==> config.mk <==
export PLATFORM = sky130hd
export DESIGN_NAME = nibble_bus_rtc_calendar
export DESIGN_NICKNAME = d
export VERILOG_FILES = /design/src/pkg/rtc_pkg.sv /design/src/pkg/timebase_if.sv /design/src/nibble_bus_rtc_calendar.sv /design/src/pin_sync.sv /design/src/rtc_timebase.sv
export VERILOG_INCLUDE_DIRS = /design/src /design/src/pkg
export SDC_FILE = /design/constraint.sdc
export NUM_CORES = 1
export LEC_CHECK = 0
export CAP_MARGIN = 20
export CORE_MARGIN = 10
export CORE_UTILIZATION = 60
export CTS_BUF_LIST = sky130_fd_sc_hd__clkbuf_2
export DETAILED_ROUTE_END_ITERATION = 8
export DONT_BUFFER_PORTS = 1
export PLACE_DENSITY = 0.8
export SYNTH_ARGS = -nofsm -noshare
export SYNTH_HDL_FRONTEND = slang
export SYNTH_HIERARCHICAL = 1
export SYNTH_SLANG_ARGS = --single-unit
==> constraint.sdc <==
create_clock -name i_clk -period 2.65 [get_ports i_clk]
set_input_delay 0.53 -clock i_clk [delete_from_list [all_inputs] [get_ports i_clk]]
set_output_delay 0.53 -clock i_clk [all_outputs]
set_load 0.02 [all_outputs]
==> src/pkg/rtc_regs.svh <==
// Digit offsets, field positions, reset values and timing counts of the nibble bus calendar clock.
`ifndef RTC_REGS_SVH
`define RTC_REGS_SVH

// ----------------------------------------------------------------------------
// Digit offsets
// ----------------------------------------------------------------------------
`define RTC_SECONDS_UNITS     4'h0
`define RTC_SECONDS_TENS      4'h1
`define RTC_MINUTES_UNITS     4'h2
`define RTC_MINUTES_TENS      4'h3
`define RTC_HOURS_UNITS       4'h4
`define RTC_HOURS_TENS_FORMAT 4'h5
`define RTC_SEVEN_DAY_CYCLE   4'h6
`define RTC_DATE_UNITS        4'h7
`define RTC_DATE_TENS_LEAP    4'h8
`define RTC_MONTH_UNITS       4'h9
`define RTC_MONTH_TENS        4'hA
`define RTC_YEAR_UNITS        4'hB
`define RTC_YEAR_TENS         4'hC
`define RTC_CODE_DIV_RESET    4'hD
`define RTC_CODE_REF_LOW      4'hE
`define RTC_DIGIT_COUNT       13

// ----------------------------------------------------------------------------
// Field positions
// ----------------------------------------------------------------------------
`define RTC_HT_PM_BIT         2
`define RTC_HT_24H_BIT        3
`define RTC_LEAP_LO_BIT       2
`define RTC_LEAP_HI_BIT       3

// ----------------------------------------------------------------------------
// Reset values
// ----------------------------------------------------------------------------
`define RTC_RESET_DIGIT       4'h0
`define RTC_RESET_DAY_UNITS   4'h1
`define RTC_RESET_MONTH_UNITS 4'h1

// ----------------------------------------------------------------------------
// Timing
// ----------------------------------------------------------------------------
`define RTC_XTAL_HZ           32768
`define RTC_DIV_STAGES        15
`define RTC_DIV_RESET_STAGES  5
`define RTC_SQ_STAGE          4
`define RTC_BUSY_US           244
`define RTC_REF_PULSE_NS      122100

`endif

==> src/pkg/rtc_pkg.sv <==
// Types shared by the calendar clock modules.
package rtc_pkg;
	typedef logic [3:0] nibble_t;
	typedef logic [7:0] bcd2_t;
	typedef enum {BUS_IDLE, BUS_LATCH, BUS_WRITE, BUS_READ} bus_mode_t;
endpackage

==> src/pkg/timebase_if.sv <==
// Carrier between the timebase and the calendar core.
`timescale 1ns/10ps
interface timebase_if;
	logic sec_edge;
	logic sq_1024;
	logic pulse_on;
	logic busy_n;
	logic clr_req;
	modport source (output sec_edge, output sq_1024, output pulse_on, output busy_n, input clr_req);
	modport sink   (input sec_edge, input sq_1024, input pulse_on, input busy_n, output clr_req);
endinterface

==> src/nibble_bus_rtc_calendar.sv <==
// Calendar clock with a multiplexed nibble bus: top level, digit store and bus control.
// Contract
// - Address and data share one nibble bus.
// - Hours tens bit2 is PM, bit3 24-hour.
// - Writing 24-hour mode clears the PM bit.
// - Date tens bits 2 and 3 pick leap phase.
// - Write to code D resets divider tail, busy.
// - Read of code E or F gives reference signals.
// - Missing digit bits read zero, writes dropped.
// - Format and leap bits are readable and writable.
// - Bus enabled only with both selects high.
// - Selects low: ignore strobes, release data lines.
// - Write strobe is level; data flows while high.
// - Latch and read act on level.
// - One second derived from crystal by dividers.
// - Calendar rolls month ends, including leap February.
// - Busy low after digits count each second.
// - Stop input high with both selects high freezes the digit count.
// - Reference bits: 1024 Hz, 1 Hz, minute, hour.
`timescale 1ns/10ps
`include "rtc_regs.svh"
module nibble_bus_rtc_calendar (
	input  wire logic             i_clk,
	input  wire logic             i_rst_n,
	input  wire logic             i_ce,
	input  wire logic             i_xt,
	input  wire logic             i_power_detect_select,
	input  wire logic             i_host_select,
	input  wire logic             i_write,
	input  wire logic             i_read,
	input  wire logic             i_addr_latch,
	input  wire logic             i_stop,
	input  wire rtc_pkg::nibble_t i_nibble_bus,
	output rtc_pkg::nibble_t      o_nibble_bus,
	output logic                  o_nibble_oe,
	output logic                  o_busy_n
);
	import rtc_pkg::*;

	// ----------------------------------------------------------------------------
	// Helpers
	// ----------------------------------------------------------------------------
	// Two digit BCD step: returns carry, tens and units.
	function automatic logic [8:0] step2(input nibble_t u, input nibble_t t, input bcd2_t last, input bcd2_t first);
		if ({t, u} == last)
			step2 = {1'b1, first};
		else if (u == 4'h9)
			step2 = {1'b0, t + 4'h1, 4'h0};
		else
			step2 = {1'b0, t, u + 4'h1};
	endfunction

	// Bits that exist in each digit; the others read zero and drop writes.
	function automatic nibble_t digit_mask(input nibble_t a);
		if (a == `RTC_SECONDS_TENS || a == `RTC_MINUTES_TENS || a == `RTC_SEVEN_DAY_CYCLE)
			digit_mask = 4'h7;
		else if (a == `RTC_MONTH_TENS)
			digit_mask = 4'h1;
		else if (a > `RTC_YEAR_TENS)
			digit_mask = 4'h0;
		else
			digit_mask = 4'hF;
	endfunction

	function automatic bcd2_t days_in_month(input bcd2_t mo, input logic leap);
		if (mo == 8'h02)
			days_in_month = leap ? 8'h29 : 8'h28;
		else if (mo == 8'h04 || mo == 8'h06 || mo == 8'h09 || mo == 8'h11)
			days_in_month = 8'h30;
		else
			days_in_month = 8'h31;
	endfunction

	// Year modulo four from BCD, compared with the phase that the two select bits give.
	function automatic logic is_leap(input nibble_t y10, input nibble_t y1, input logic [1:0] sel);
		logic [1:0] rem;
		logic [1:0] phase;
		rem = 2'({y10[0], 1'b0} + y1[1:0]);
		if (sel == 2'b00)
			phase = 2'h0;
		else if (sel == 2'b01)
			phase = 2'h3;
		else if (sel == 2'b10)
			phase = 2'h2;
		else
			phase = 2'h1;
		is_leap = rem == phase;
	endfunction

	// ----------------------------------------------------------------------------
	// Pin synchronisers and timebase
	// ----------------------------------------------------------------------------
	logic      xt_s;
	logic      cs1_s;
	logic      cs2_s;
	logic      wr_s;
	logic      rd_s;
	logic      ale_s;
	logic      stop_s;
	nibble_t   bus_s;
	nibble_t   digit [0:`RTC_DIGIT_COUNT-1];
	nibble_t   next_digit [0:`RTC_DIGIT_COUNT-1];
	nibble_t   addr;
	nibble_t   wdata;
	nibble_t   ref_bits;
	bus_mode_t mode;
	logic      enabled;
	logic      count_en;
	logic      min_flag;
	logic      hour_flag;
	logic [8:0] r_sec;
	logic [8:0] r_min;
	logic [8:0] r_hour;
	logic [8:0] r_date;
	logic [8:0] r_month;
	logic [8:0] r_year;
	logic      day_carry;
	logic      next_pm;
	logic      leap;
	bcd2_t     month_last;

	timebase_if tb ();

	pin_sync #(
		.W (11)
	) u_sync (
		.i_clk   (i_clk),
		.i_rst_n (i_rst_n),
		.i_ce    (i_ce),
		.i_d     ({i_xt, i_power_detect_select, i_host_select, i_write, i_read, i_addr_latch, i_stop, i_nibble_bus}),
		.o_q     ({xt_s, cs1_s, cs2_s, wr_s, rd_s, ale_s, stop_s, bus_s})
	);

	rtc_timebase u_timebase (
		.i_clk   (i_clk),
		.i_rst_n (i_rst_n),
		.i_ce    (i_ce),
		.i_xt    (xt_s),
		.tb      (tb.source)
	);

	// ----------------------------------------------------------------------------
	// Build checks
	// ----------------------------------------------------------------------------
	// The store is indexed by digit offset, so the digit table must end at the year tens digit.
	generate
		if (`RTC_DIGIT_COUNT != `RTC_YEAR_TENS + 1 || `RTC_CODE_REF_LOW <= `RTC_CODE_DIV_RESET)
		begin : g_bad
			$error("Digit table and code map disagree.");
		end
	endgenerate

	// ----------------------------------------------------------------------------
	// Bus mode
	// ----------------------------------------------------------------------------
	// Strobes are levels; a strobe seen with either select low is simply not there.
	assign enabled = cs1_s && cs2_s;

	always_comb
	begin
		if (!enabled)
			mode = BUS_IDLE;
		else if (wr_s)
			mode = BUS_WRITE;
		else if (rd_s)
			mode = BUS_READ;
		else if (ale_s)
			mode = BUS_LATCH;
		else
			mode = BUS_IDLE;
	end

	assign tb.clr_req = mode == BUS_WRITE && addr == `RTC_CODE_DIV_RESET;
	assign count_en   = tb.sec_edge && !(enabled && stop_s);

	// ----------------------------------------------------------------------------
	// Counting chain
	// ----------------------------------------------------------------------------
	assign leap       = is_leap(digit[`RTC_YEAR_TENS], digit[`RTC_YEAR_UNITS],
		{digit[`RTC_DATE_TENS_LEAP][`RTC_LEAP_HI_BIT], digit[`RTC_DATE_TENS_LEAP][`RTC_LEAP_LO_BIT]});
	assign month_last = days_in_month({digit[`RTC_MONTH_TENS], digit[`RTC_MONTH_UNITS]}, leap);

	// Every step is worked out each cycle; the count enable and the carries decide which digits take it.

	always_comb
	begin
		next_digit = digit;
		r_sec      = step2(digit[`RTC_SECONDS_UNITS], digit[`RTC_SECONDS_TENS], 8'h59, 8'h00);
		r_min      = step2(digit[`RTC_MINUTES_UNITS], digit[`RTC_MINUTES_TENS], 8'h59, 8'h00);
		r_date     = step2(digit[`RTC_DATE_UNITS], {2'b00, digit[`RTC_DATE_TENS_LEAP][1:0]}, month_last, 8'h01);
		r_month    = step2(digit[`RTC_MONTH_UNITS], digit[`RTC_MONTH_TENS], 8'h12, 8'h01);
		r_year     = step2(digit[`RTC_YEAR_UNITS], digit[`RTC_YEAR_TENS], 8'h99, 8'h00);
		next_pm    = digit[`RTC_HOURS_TENS_FORMAT][`RTC_HT_PM_BIT];
		day_carry  = 1'b0;
		if (digit[`RTC_HOURS_TENS_FORMAT][`RTC_HT_24H_BIT])
		begin
			r_hour    = step2(digit[`RTC_HOURS_UNITS], {2'b00, digit[`RTC_HOURS_TENS_FORMAT][1:0]}, 8'h23, 8'h00);
			day_carry = r_hour[8];
		end
		else
		begin
			r_hour = step2(digit[`RTC_HOURS_UNITS], {2'b00, digit[`RTC_HOURS_TENS_FORMAT][1:0]}, 8'h12, 8'h01);
			if ({digit[`RTC_HOURS_TENS_FORMAT][1:0], digit[`RTC_HOURS_UNITS]} == 6'h11)
			begin
				next_pm   = !next_pm;
				day_carry = next_pm == 1'b0;
			end
		end
		if (count_en)
		begin
			next_digit[`RTC_SECONDS_UNITS] = r_sec[3:0];
			next_digit[`RTC_SECONDS_TENS]  = r_sec[7:4];
			if (r_sec[8])
			begin
				next_digit[`RTC_MINUTES_UNITS] = r_min[3:0];
				next_digit[`RTC_MINUTES_TENS]  = r_min[7:4];
				if (r_min[8])
				begin
					next_digit[`RTC_HOURS_UNITS]       = r_hour[3:0];
					next_digit[`RTC_HOURS_TENS_FORMAT] = {digit[`RTC_HOURS_TENS_FORMAT][`RTC_HT_24H_BIT],
						next_pm, r_hour[5:4]};
					if (day_carry)
					begin
						next_digit[`RTC_SEVEN_DAY_CYCLE] = (digit[`RTC_SEVEN_DAY_CYCLE] == 4'h6) ? 4'h0
							: digit[`RTC_SEVEN_DAY_CYCLE] + 4'h1;
						next_digit[`RTC_DATE_UNITS]      = r_date[3:0];
						next_digit[`RTC_DATE_TENS_LEAP]  = {digit[`RTC_DATE_TENS_LEAP][3:2], r_date[5:4]};
						if (r_date[8])
						begin
							next_digit[`RTC_MONTH_UNITS] = r_month[3:0];
							next_digit[`RTC_MONTH_TENS]  = r_month[7:4];
							if (r_month[8])
							begin
								next_digit[`RTC_YEAR_UNITS] = r_year[3:0];
								next_digit[`RTC_YEAR_TENS]  = r_year[7:4];
							end
						end
					end
				end
			end
		end
	end

	// ----------------------------------------------------------------------------
	// Write data shaping
	// ----------------------------------------------------------------------------
	always_comb
	begin
		wdata = bus_s & digit_mask(addr);
		if (addr == `RTC_HOURS_TENS_FORMAT && bus_s[`RTC_HT_24H_BIT])
			wdata[`RTC_HT_PM_BIT] = 1'b0;
	end

	// ----------------------------------------------------------------------------
	// Digit store and address latch
	// ----------------------------------------------------------------------------
	// A write in the same cycle as a count step wins for the addressed digit only; software
	// that needs a coherent set of digits holds the stop input while it writes.
	always_ff @(posedge i_clk)
	begin
		if (!i_rst_n)
		begin
			for (int i = 0; i < `RTC_DIGIT_COUNT; i++)
				digit[i] <= `RTC_RESET_DIGIT;
			digit[`RTC_DATE_UNITS]  <= `RTC_RESET_DAY_UNITS;
			digit[`RTC_MONTH_UNITS] <= `RTC_RESET_MONTH_UNITS;
		end
		else if (i_ce)
		begin
			digit <= next_digit;
			if (mode == BUS_WRITE && addr <= `RTC_YEAR_TENS)
				digit[addr] <= wdata;
		end
	end

	always_ff @(posedge i_clk)
	begin
		if (!i_rst_n)
			addr <= 4'h0;
		else if (i_ce && mode == BUS_LATCH)
			addr <= bus_s;
	end

	// ----------------------------------------------------------------------------
	// Reference signals
	// ----------------------------------------------------------------------------
	always_ff @(posedge i_clk)
	begin
		if (!i_rst_n)
		begin
			min_flag  <= 1'b0;
			hour_flag <= 1'b0;
		end
		else if (i_ce && tb.sec_edge)
		begin
			min_flag  <= count_en && r_sec[8];
			hour_flag <= count_en && r_sec[8] && r_min[8];
		end
	end

	// The marks are captured at the second edge, so each pulse tells which digits wrapped.
	// A frozen count therefore shows the second pulse alone.
	assign ref_bits = {!(tb.pulse_on && hour_flag), !(tb.pulse_on && min_flag), !tb.pulse_on, tb.sq_1024};

	// ----------------------------------------------------------------------------
	// Bus drive and busy
	// ----------------------------------------------------------------------------
	// Data lines are driven only in read mode, so a select dropping releases them on the third clock edge, after the two synchroniser stages.
	always_ff @(posedge i_clk)
	begin
		if (!i_rst_n)
		begin
			o_nibble_bus <= 4'h0;
			o_nibble_oe  <= 1'b0;
			o_busy_n     <= 1'b1;
		end
		else if (i_ce)
		begin
			o_busy_n <= tb.busy_n;
			case (mode)
				BUS_READ:
				begin
					o_nibble_oe <= 1'b1;
					if (addr >= `RTC_CODE_REF_LOW)
						o_nibble_bus <= ref_bits;
					else if (addr <= `RTC_YEAR_TENS)
						o_nibble_bus <= digit[addr] & digit_mask(addr);
					else
						o_nibble_bus <= 4'h0;
				end
				default:
				begin
					o_nibble_oe  <= 1'b0;
					o_nibble_bus <= 4'h0;
				end
			endcase
		end
	end
endmodule

==> src/pin_sync.sv <==
// Two flip-flop synchroniser for a group of pin inputs.
`timescale 1ns/10ps
module pin_sync #(
	parameter int W = 1
) (
	input  wire logic         i_clk,
	input  wire logic         i_rst_n,
	input  wire logic         i_ce,
	input  wire logic [W-1:0] i_d,
	output logic      [W-1:0] o_q
);
	logic [W-1:0] meta;

	generate
		if (W < 1)
		begin : g_bad
			$error("pin_sync width must be positive.");
		end
	endgenerate

	always_ff @(posedge i_clk)
	begin
		if (!i_rst_n)
		begin
			meta <= '0;
			o_q  <= '0;
		end
		else if (i_ce)
		begin
			meta <= i_d;
			o_q  <= meta;
		end
	end
endmodule

==> src/rtc_timebase.sv <==
// Crystal divider chain, busy window and reference pulse window.
`timescale 1ns/10ps
`include "rtc_regs.svh"
module rtc_timebase #(
	parameter int STAGES       = `RTC_DIV_STAGES,
	parameter int RESET_STAGES = `RTC_DIV_RESET_STAGES
) (
	input  wire logic     i_clk,
	input  wire logic     i_rst_n,
	input  wire logic     i_ce,
	input  wire logic     i_xt,
	timebase_if.source    tb
);
	localparam int BUSY_TICKS = (`RTC_BUSY_US * `RTC_XTAL_HZ + 999999) / 1000000;
	localparam int REF_TICKS  = (`RTC_REF_PULSE_NS / 100 * `RTC_XTAL_HZ) / 10000000;

	logic              xt_q;
	logic              tick;
	logic [STAGES-1:0] div;
	logic [STAGES-1:0] next_div;
	logic [3:0]        busy_cnt;
	logic [3:0]        ref_cnt;

	generate
		if (STAGES <= RESET_STAGES || STAGES <= `RTC_SQ_STAGE || BUSY_TICKS > 15 || REF_TICKS < 1)
		begin : g_bad
			$error("rtc_timebase parameters out of range.");
		end
	endgenerate

	assign tick     = i_xt && !xt_q;
	assign next_div = div + 1'b1;

	// ----------------------------------------------------------------------------
	// Divider chain
	// ----------------------------------------------------------------------------
	// The last stages clear while the reset code is written, so the second restarts cleanly.
	always_ff @(posedge i_clk)
	begin
		if (!i_rst_n)
		begin
			xt_q        <= 1'b0;
			div         <= '0;
			tb.sec_edge <= 1'b0;
			tb.sq_1024  <= 1'b0;
		end
		else if (i_ce)
		begin
			xt_q        <= i_xt;
			tb.sq_1024  <= div[`RTC_SQ_STAGE];
			tb.sec_edge <= tick && !tb.clr_req && !div[STAGES-1] && next_div[STAGES-1];
			if (tb.clr_req)
				div[STAGES-1 -: RESET_STAGES] <= '0;
			else if (tick)
				div <= next_div;
		end
	end

	// ----------------------------------------------------------------------------
	// Busy and reference windows
	// ----------------------------------------------------------------------------
	always_ff @(posedge i_clk)
	begin
		if (!i_rst_n)
		begin
			busy_cnt    <= '0;
			ref_cnt     <= '0;
			tb.busy_n   <= 1'b1;
			tb.pulse_on <= 1'b0;
		end
		else if (i_ce)
		begin
			if (tb.clr_req)
				busy_cnt <= '0;
			else if (tb.sec_edge)
				busy_cnt <= 4'(BUSY_TICKS);
			else if (tick && busy_cnt != 4'h0)
				busy_cnt <= busy_cnt - 1'b1;
			if (tb.sec_edge)
				ref_cnt <= 4'(REF_TICKS);
			else if (tick && ref_cnt != 4'h0)
				ref_cnt <= ref_cnt - 1'b1;
			tb.busy_n   <= busy_cnt == 4'h0;
			tb.pulse_on <= ref_cnt != 4'h0;
		end
	end
endmodule

==> results.txt <==
Summed over all layers, the routed wires come to 20.5 mm. Entering global routing, the biggest net connects 67 pins. The H-tree generated during clock tree synthesis spans 4 levels. The worst path needs 2530 ps of the cycle, external delays included. The number of placed instances, taps included, is 1042.

Summing internal, switching and leakage power gives 0.00326 W. The mean area per synthesized cell came out at 8.05 um2. Start point of the worst hold path: i_ce. VDD sags by at most 353 uV. The run gives 17 as the number of buffers created by CTS.

The tools report the count of final setup violators as 0. The filler cell count is 972, and the diode insertion count for antenna repair is 0. The total via count in the routed design is 7141, and the routed wire length per instance is 18.7 um. The number of pins exceeding their max-slew limit in the final report came out at 0. In this design, the stage delay of the slowest critical-path cell is 370 ps. In this run the core area contains 40 standard-cell rows.

The worst setup path is captured at a flip-flop. The tools report the die footprint as 16900 um2. The worst register-to-register path begins at digit[9]. Share of layout cells above drive strength 1: 0.130. After detailed routing, the met3 layer carries 2.15 mm of wire. In this run the horizontal extent of the chip is 130 um.

The max-slew headroom at the worst pin was 0.433. The worst setup path is launched from a flip-flop. The hold-critical path endpoint was digit[33]. The endpoint required time on the critical path came out at 3310 ps. Setup repair after global routing could not meet its margin everywhere. The class of the most critical setup path is flip-flop to flip-flop. Timing would allow up to 395 MHz. The growth of design area from synthesis to finish came out at 10.8%.

The worst-case register-to-register setup slack was 120 ps; the arrival time reported for the critical path endpoint was 3190 ps. The root buffer cell chosen for the clock tree is sky130_fd_sc_hd__clkbuf_2. TritonCTS built the clock tree. The tree built by TritonCTS fans out to 114 sinks.

The run finished with clean final reports. The clock passes through at most 2 buffers. The run gives 0 as the number of nets with antenna violations after routing. The overall overflow remaining after global route came out at 0. The cell count after synthesis came out at 899. For the number of antenna violations at the first check in global routing, the log shows 0. The congestion estimate from routability-driven global placement came to 0.970. Synthesis produced a netlist with a net count of 940. On the critical path, the stage with the largest delay is an instance of sky130_fd_sc_hd__dfxtp_2. With fillers left out, the area of the finished cells amounts to 8030 um2.

Walking the worst path, the cells encountered are inv_1 > ha_1 > or3b_1 > o22ai_2 > o311ai_2 > mux2_4 > and2_2 > or3_1 > a21oi_1. The fraction of registers with async set/reset works out to 0. The tools report the final net count as 974. The share of the clock period used by the worst path after layout is 0.956, and the transition time of the tightest slew-check pin is 849 ps. For the static leakage, the log shows 2.90 nW. The power density of the placed cells works out to 406 nW/um2. For this run, the leading register cell type out of synthesis is sky130_fd_sc_hd__dfxtp_1. The tools report the number of warning messages in the yosys log as 6. In the layout the commonest cells are 111 x sky130_fd_sc_hd__dfxtp_1, 103 x sky130_fd_sc_hd__nand2_1, 90 x sky130_fd_sc_hd__nor2_1. The tools report the remaining routing DRC violations as 0. The final clock skew came out at 40.7 ps.

Leading cell type in the layout, fill and taps excluded: sky130_fd_sc_hd__dfxtp_1. In this run the worst hold path is classified as primary input to flip-flop. The number of buffer cells added on primary ports came out at 0. In this run the top signal layer used is met4. The placeable core region was 11900 um2; the detailed router's first-iteration violation count was 836. The number of placed I/O pins was 20; the worst hold slack across all endpoints was 74.4 ps.

The met2 wire length was 8.99 mm; the height of the die was 130 um. In this run the cell area measured after placement is 7530 um2. The number of flip-flops and latches in the synthesized netlist was 114. Dividing the detail-routed via count by the number of cells gives 6.53. The run gives 0 as the number of hold-slack violations in the final timing report. The run gives 6499 as the number of global-route vias before repair. Highest net fanout along the worst path: 6.

Clock-pin slew was measured on the worst setup and hold paths at 190 ps. After the flow finishes, the layout carries non-filler instances totaling 1093. The HPWL after detailed placement is 13.5 mm. For the max capacitance violation total, the log shows 0. The clock insertion delay at the later pin of the skew report was 730 ps. Sequential fraction of the synthesis area: 0.315. Number of enable-type register cells in the synthesized netlist: 0. The depth of the most critical reg-to-reg path is 9, and the number of search-and-repair iterations in the first detailed-routing pass is 7. The tools report the count of different cell masters after synthesis as 91. The global-route wire length before repair came out at 33.0 mm. Summing every instance area after synthesis gives 7240 um2. The total track usage came out at 0.243. The starting utilization of the core area was 0.608. The endpoint identified for the worst register-to-register timing path is digit[17]. The worst hold path was traced through 3 stages. For this block, wires on met1 add up to 8.65 mm.
==> cells by family after synthesis <==
| family | synth area share |
|---|---|
| multiplexers | 0.0945 |
| adder cells (fa/ha/maj) | 0.0467 |
| flip-flops | 0.315 |
| AO/OA/AOI/OAI | 0.202 |
| buffers and inverters | 0.0517 |
| AND/OR/NAND/NOR | 0.276 |
| XOR/XNOR | 0.0145 |
==> per-stage QoR <==
step / util / worst slack (ps) / TNS (ps)
global placement: 0.632 / 141 / 0
finish: 0.674 / 117 / 0
CTS: 0.668 / 36.3 / 0
floorplan: - / 199 / 0
global route: 0.674 / -19.7 / -30.9
detailed placement: 0.632 / 54.0 / 0
==> synthesized netlist by cell type, drive strengths merged, types with 6 or more instances <==
master,n,share of area
mux2i,41,0.057
and2,7,0.0060
buf,12,0.013
inv,37,0.019
nand3,35,0.027
o21ai,57,0.039
nor2,91,0.048
a22o,6,0.0073
a22oi,9,0.0093
ha,27,0.047
and3,12,0.010
mux4,11,0.034
or4,6,0.0067
a31oi,22,0.019
dfxtp,114,0.32
a21oi,50,0.035
nand2,104,0.054
nor2b,34,0.029
nor4,10,0.011
o211ai,11,0.011
nor3,21,0.015
nand3b,7,0.0073
o22ai,8,0.0069
a211oi,8,0.0083
nand4,11,0.012
clkbuf,37,0.019
or3,9,0.0085
xor2,7,0.0085
==> critical path, delay by kind of cell (launching register included) <==
| family | cells | cell delay, ps |
|---|---|---|
| AO/OA/AOI/OAI | 3 | 450 |
| adder cells (fa/ha/maj) | 1 | 190 |
| buffers and inverters | 1 | 100 |
| flip-flops | 1 | 370 |
| multiplexers | 1 | 370 |
| AND/OR/NAND/NOR | 3 | 990 |
==> registers in the layout, indices dropped and copies added (netlist names), 4 cells and up <==
signal / flops
u_sync/o_q: 11
u_timebase/busy_cnt: 4
addr: 4
u_timebase/div: 15
u_sync/meta: 11
o_nibble_bus: 4
digit: 52
u_timebase/ref_cnt: 4
==> timing repair <==
item,4_1_cts,5_1_grt
hold buffers,15,0
setup buffers,0,4
hold endpoints to repair,77,0
resized for setup,0,9
setup endpoints to repair,0,11
==> routing by layer <==
layer / global-route usage / up-vias
li1: - / 3368
met5: 0 / -
met3: 0.0734 / 65
met2: 0.371 / 386
met1: 0.313 / 3322
met4: 0.106 / 0
==> power by group <==
group	internal, W	total [W]	switching [W]
registers	0.00175	0.00178	0.0000311
logic	0.000104	0.000251	0.000147
clock network	0.000515	0.00123	0.000717
==> worst max-delay path by stage <==
| stage | start | slack (ps) | endpoint |
|---|---|---|---|
| 6_report | digit[9] | 120 | digit[17] |
| 5_1_grt | digit[9] | -20 | digit[21] |
| 4_1_cts | digit[18] | 40 | digit[17] |
| 3_5_place_dp | digit[18] | 50 | digit[15] |
| 3_3_place_gp | digit[18] | 140 | digit[15] |
| 2_1_floorplan | digit[32] | 200 | digit[5] |
==> final cells by class <==
type	instances	area (um2)	area share
clock inverters	15	168	0.0209
repair buffers	64	558	0.0695
well taps	147	184	0.0229
inverters	37	139	0.0173
clock buffers	17	85.1	0.0106
flip-flops and latches	114	2290	0.285
multi-input cells	699	4610	0.574
Note: power is estimated with default switching activity, not from simulation.
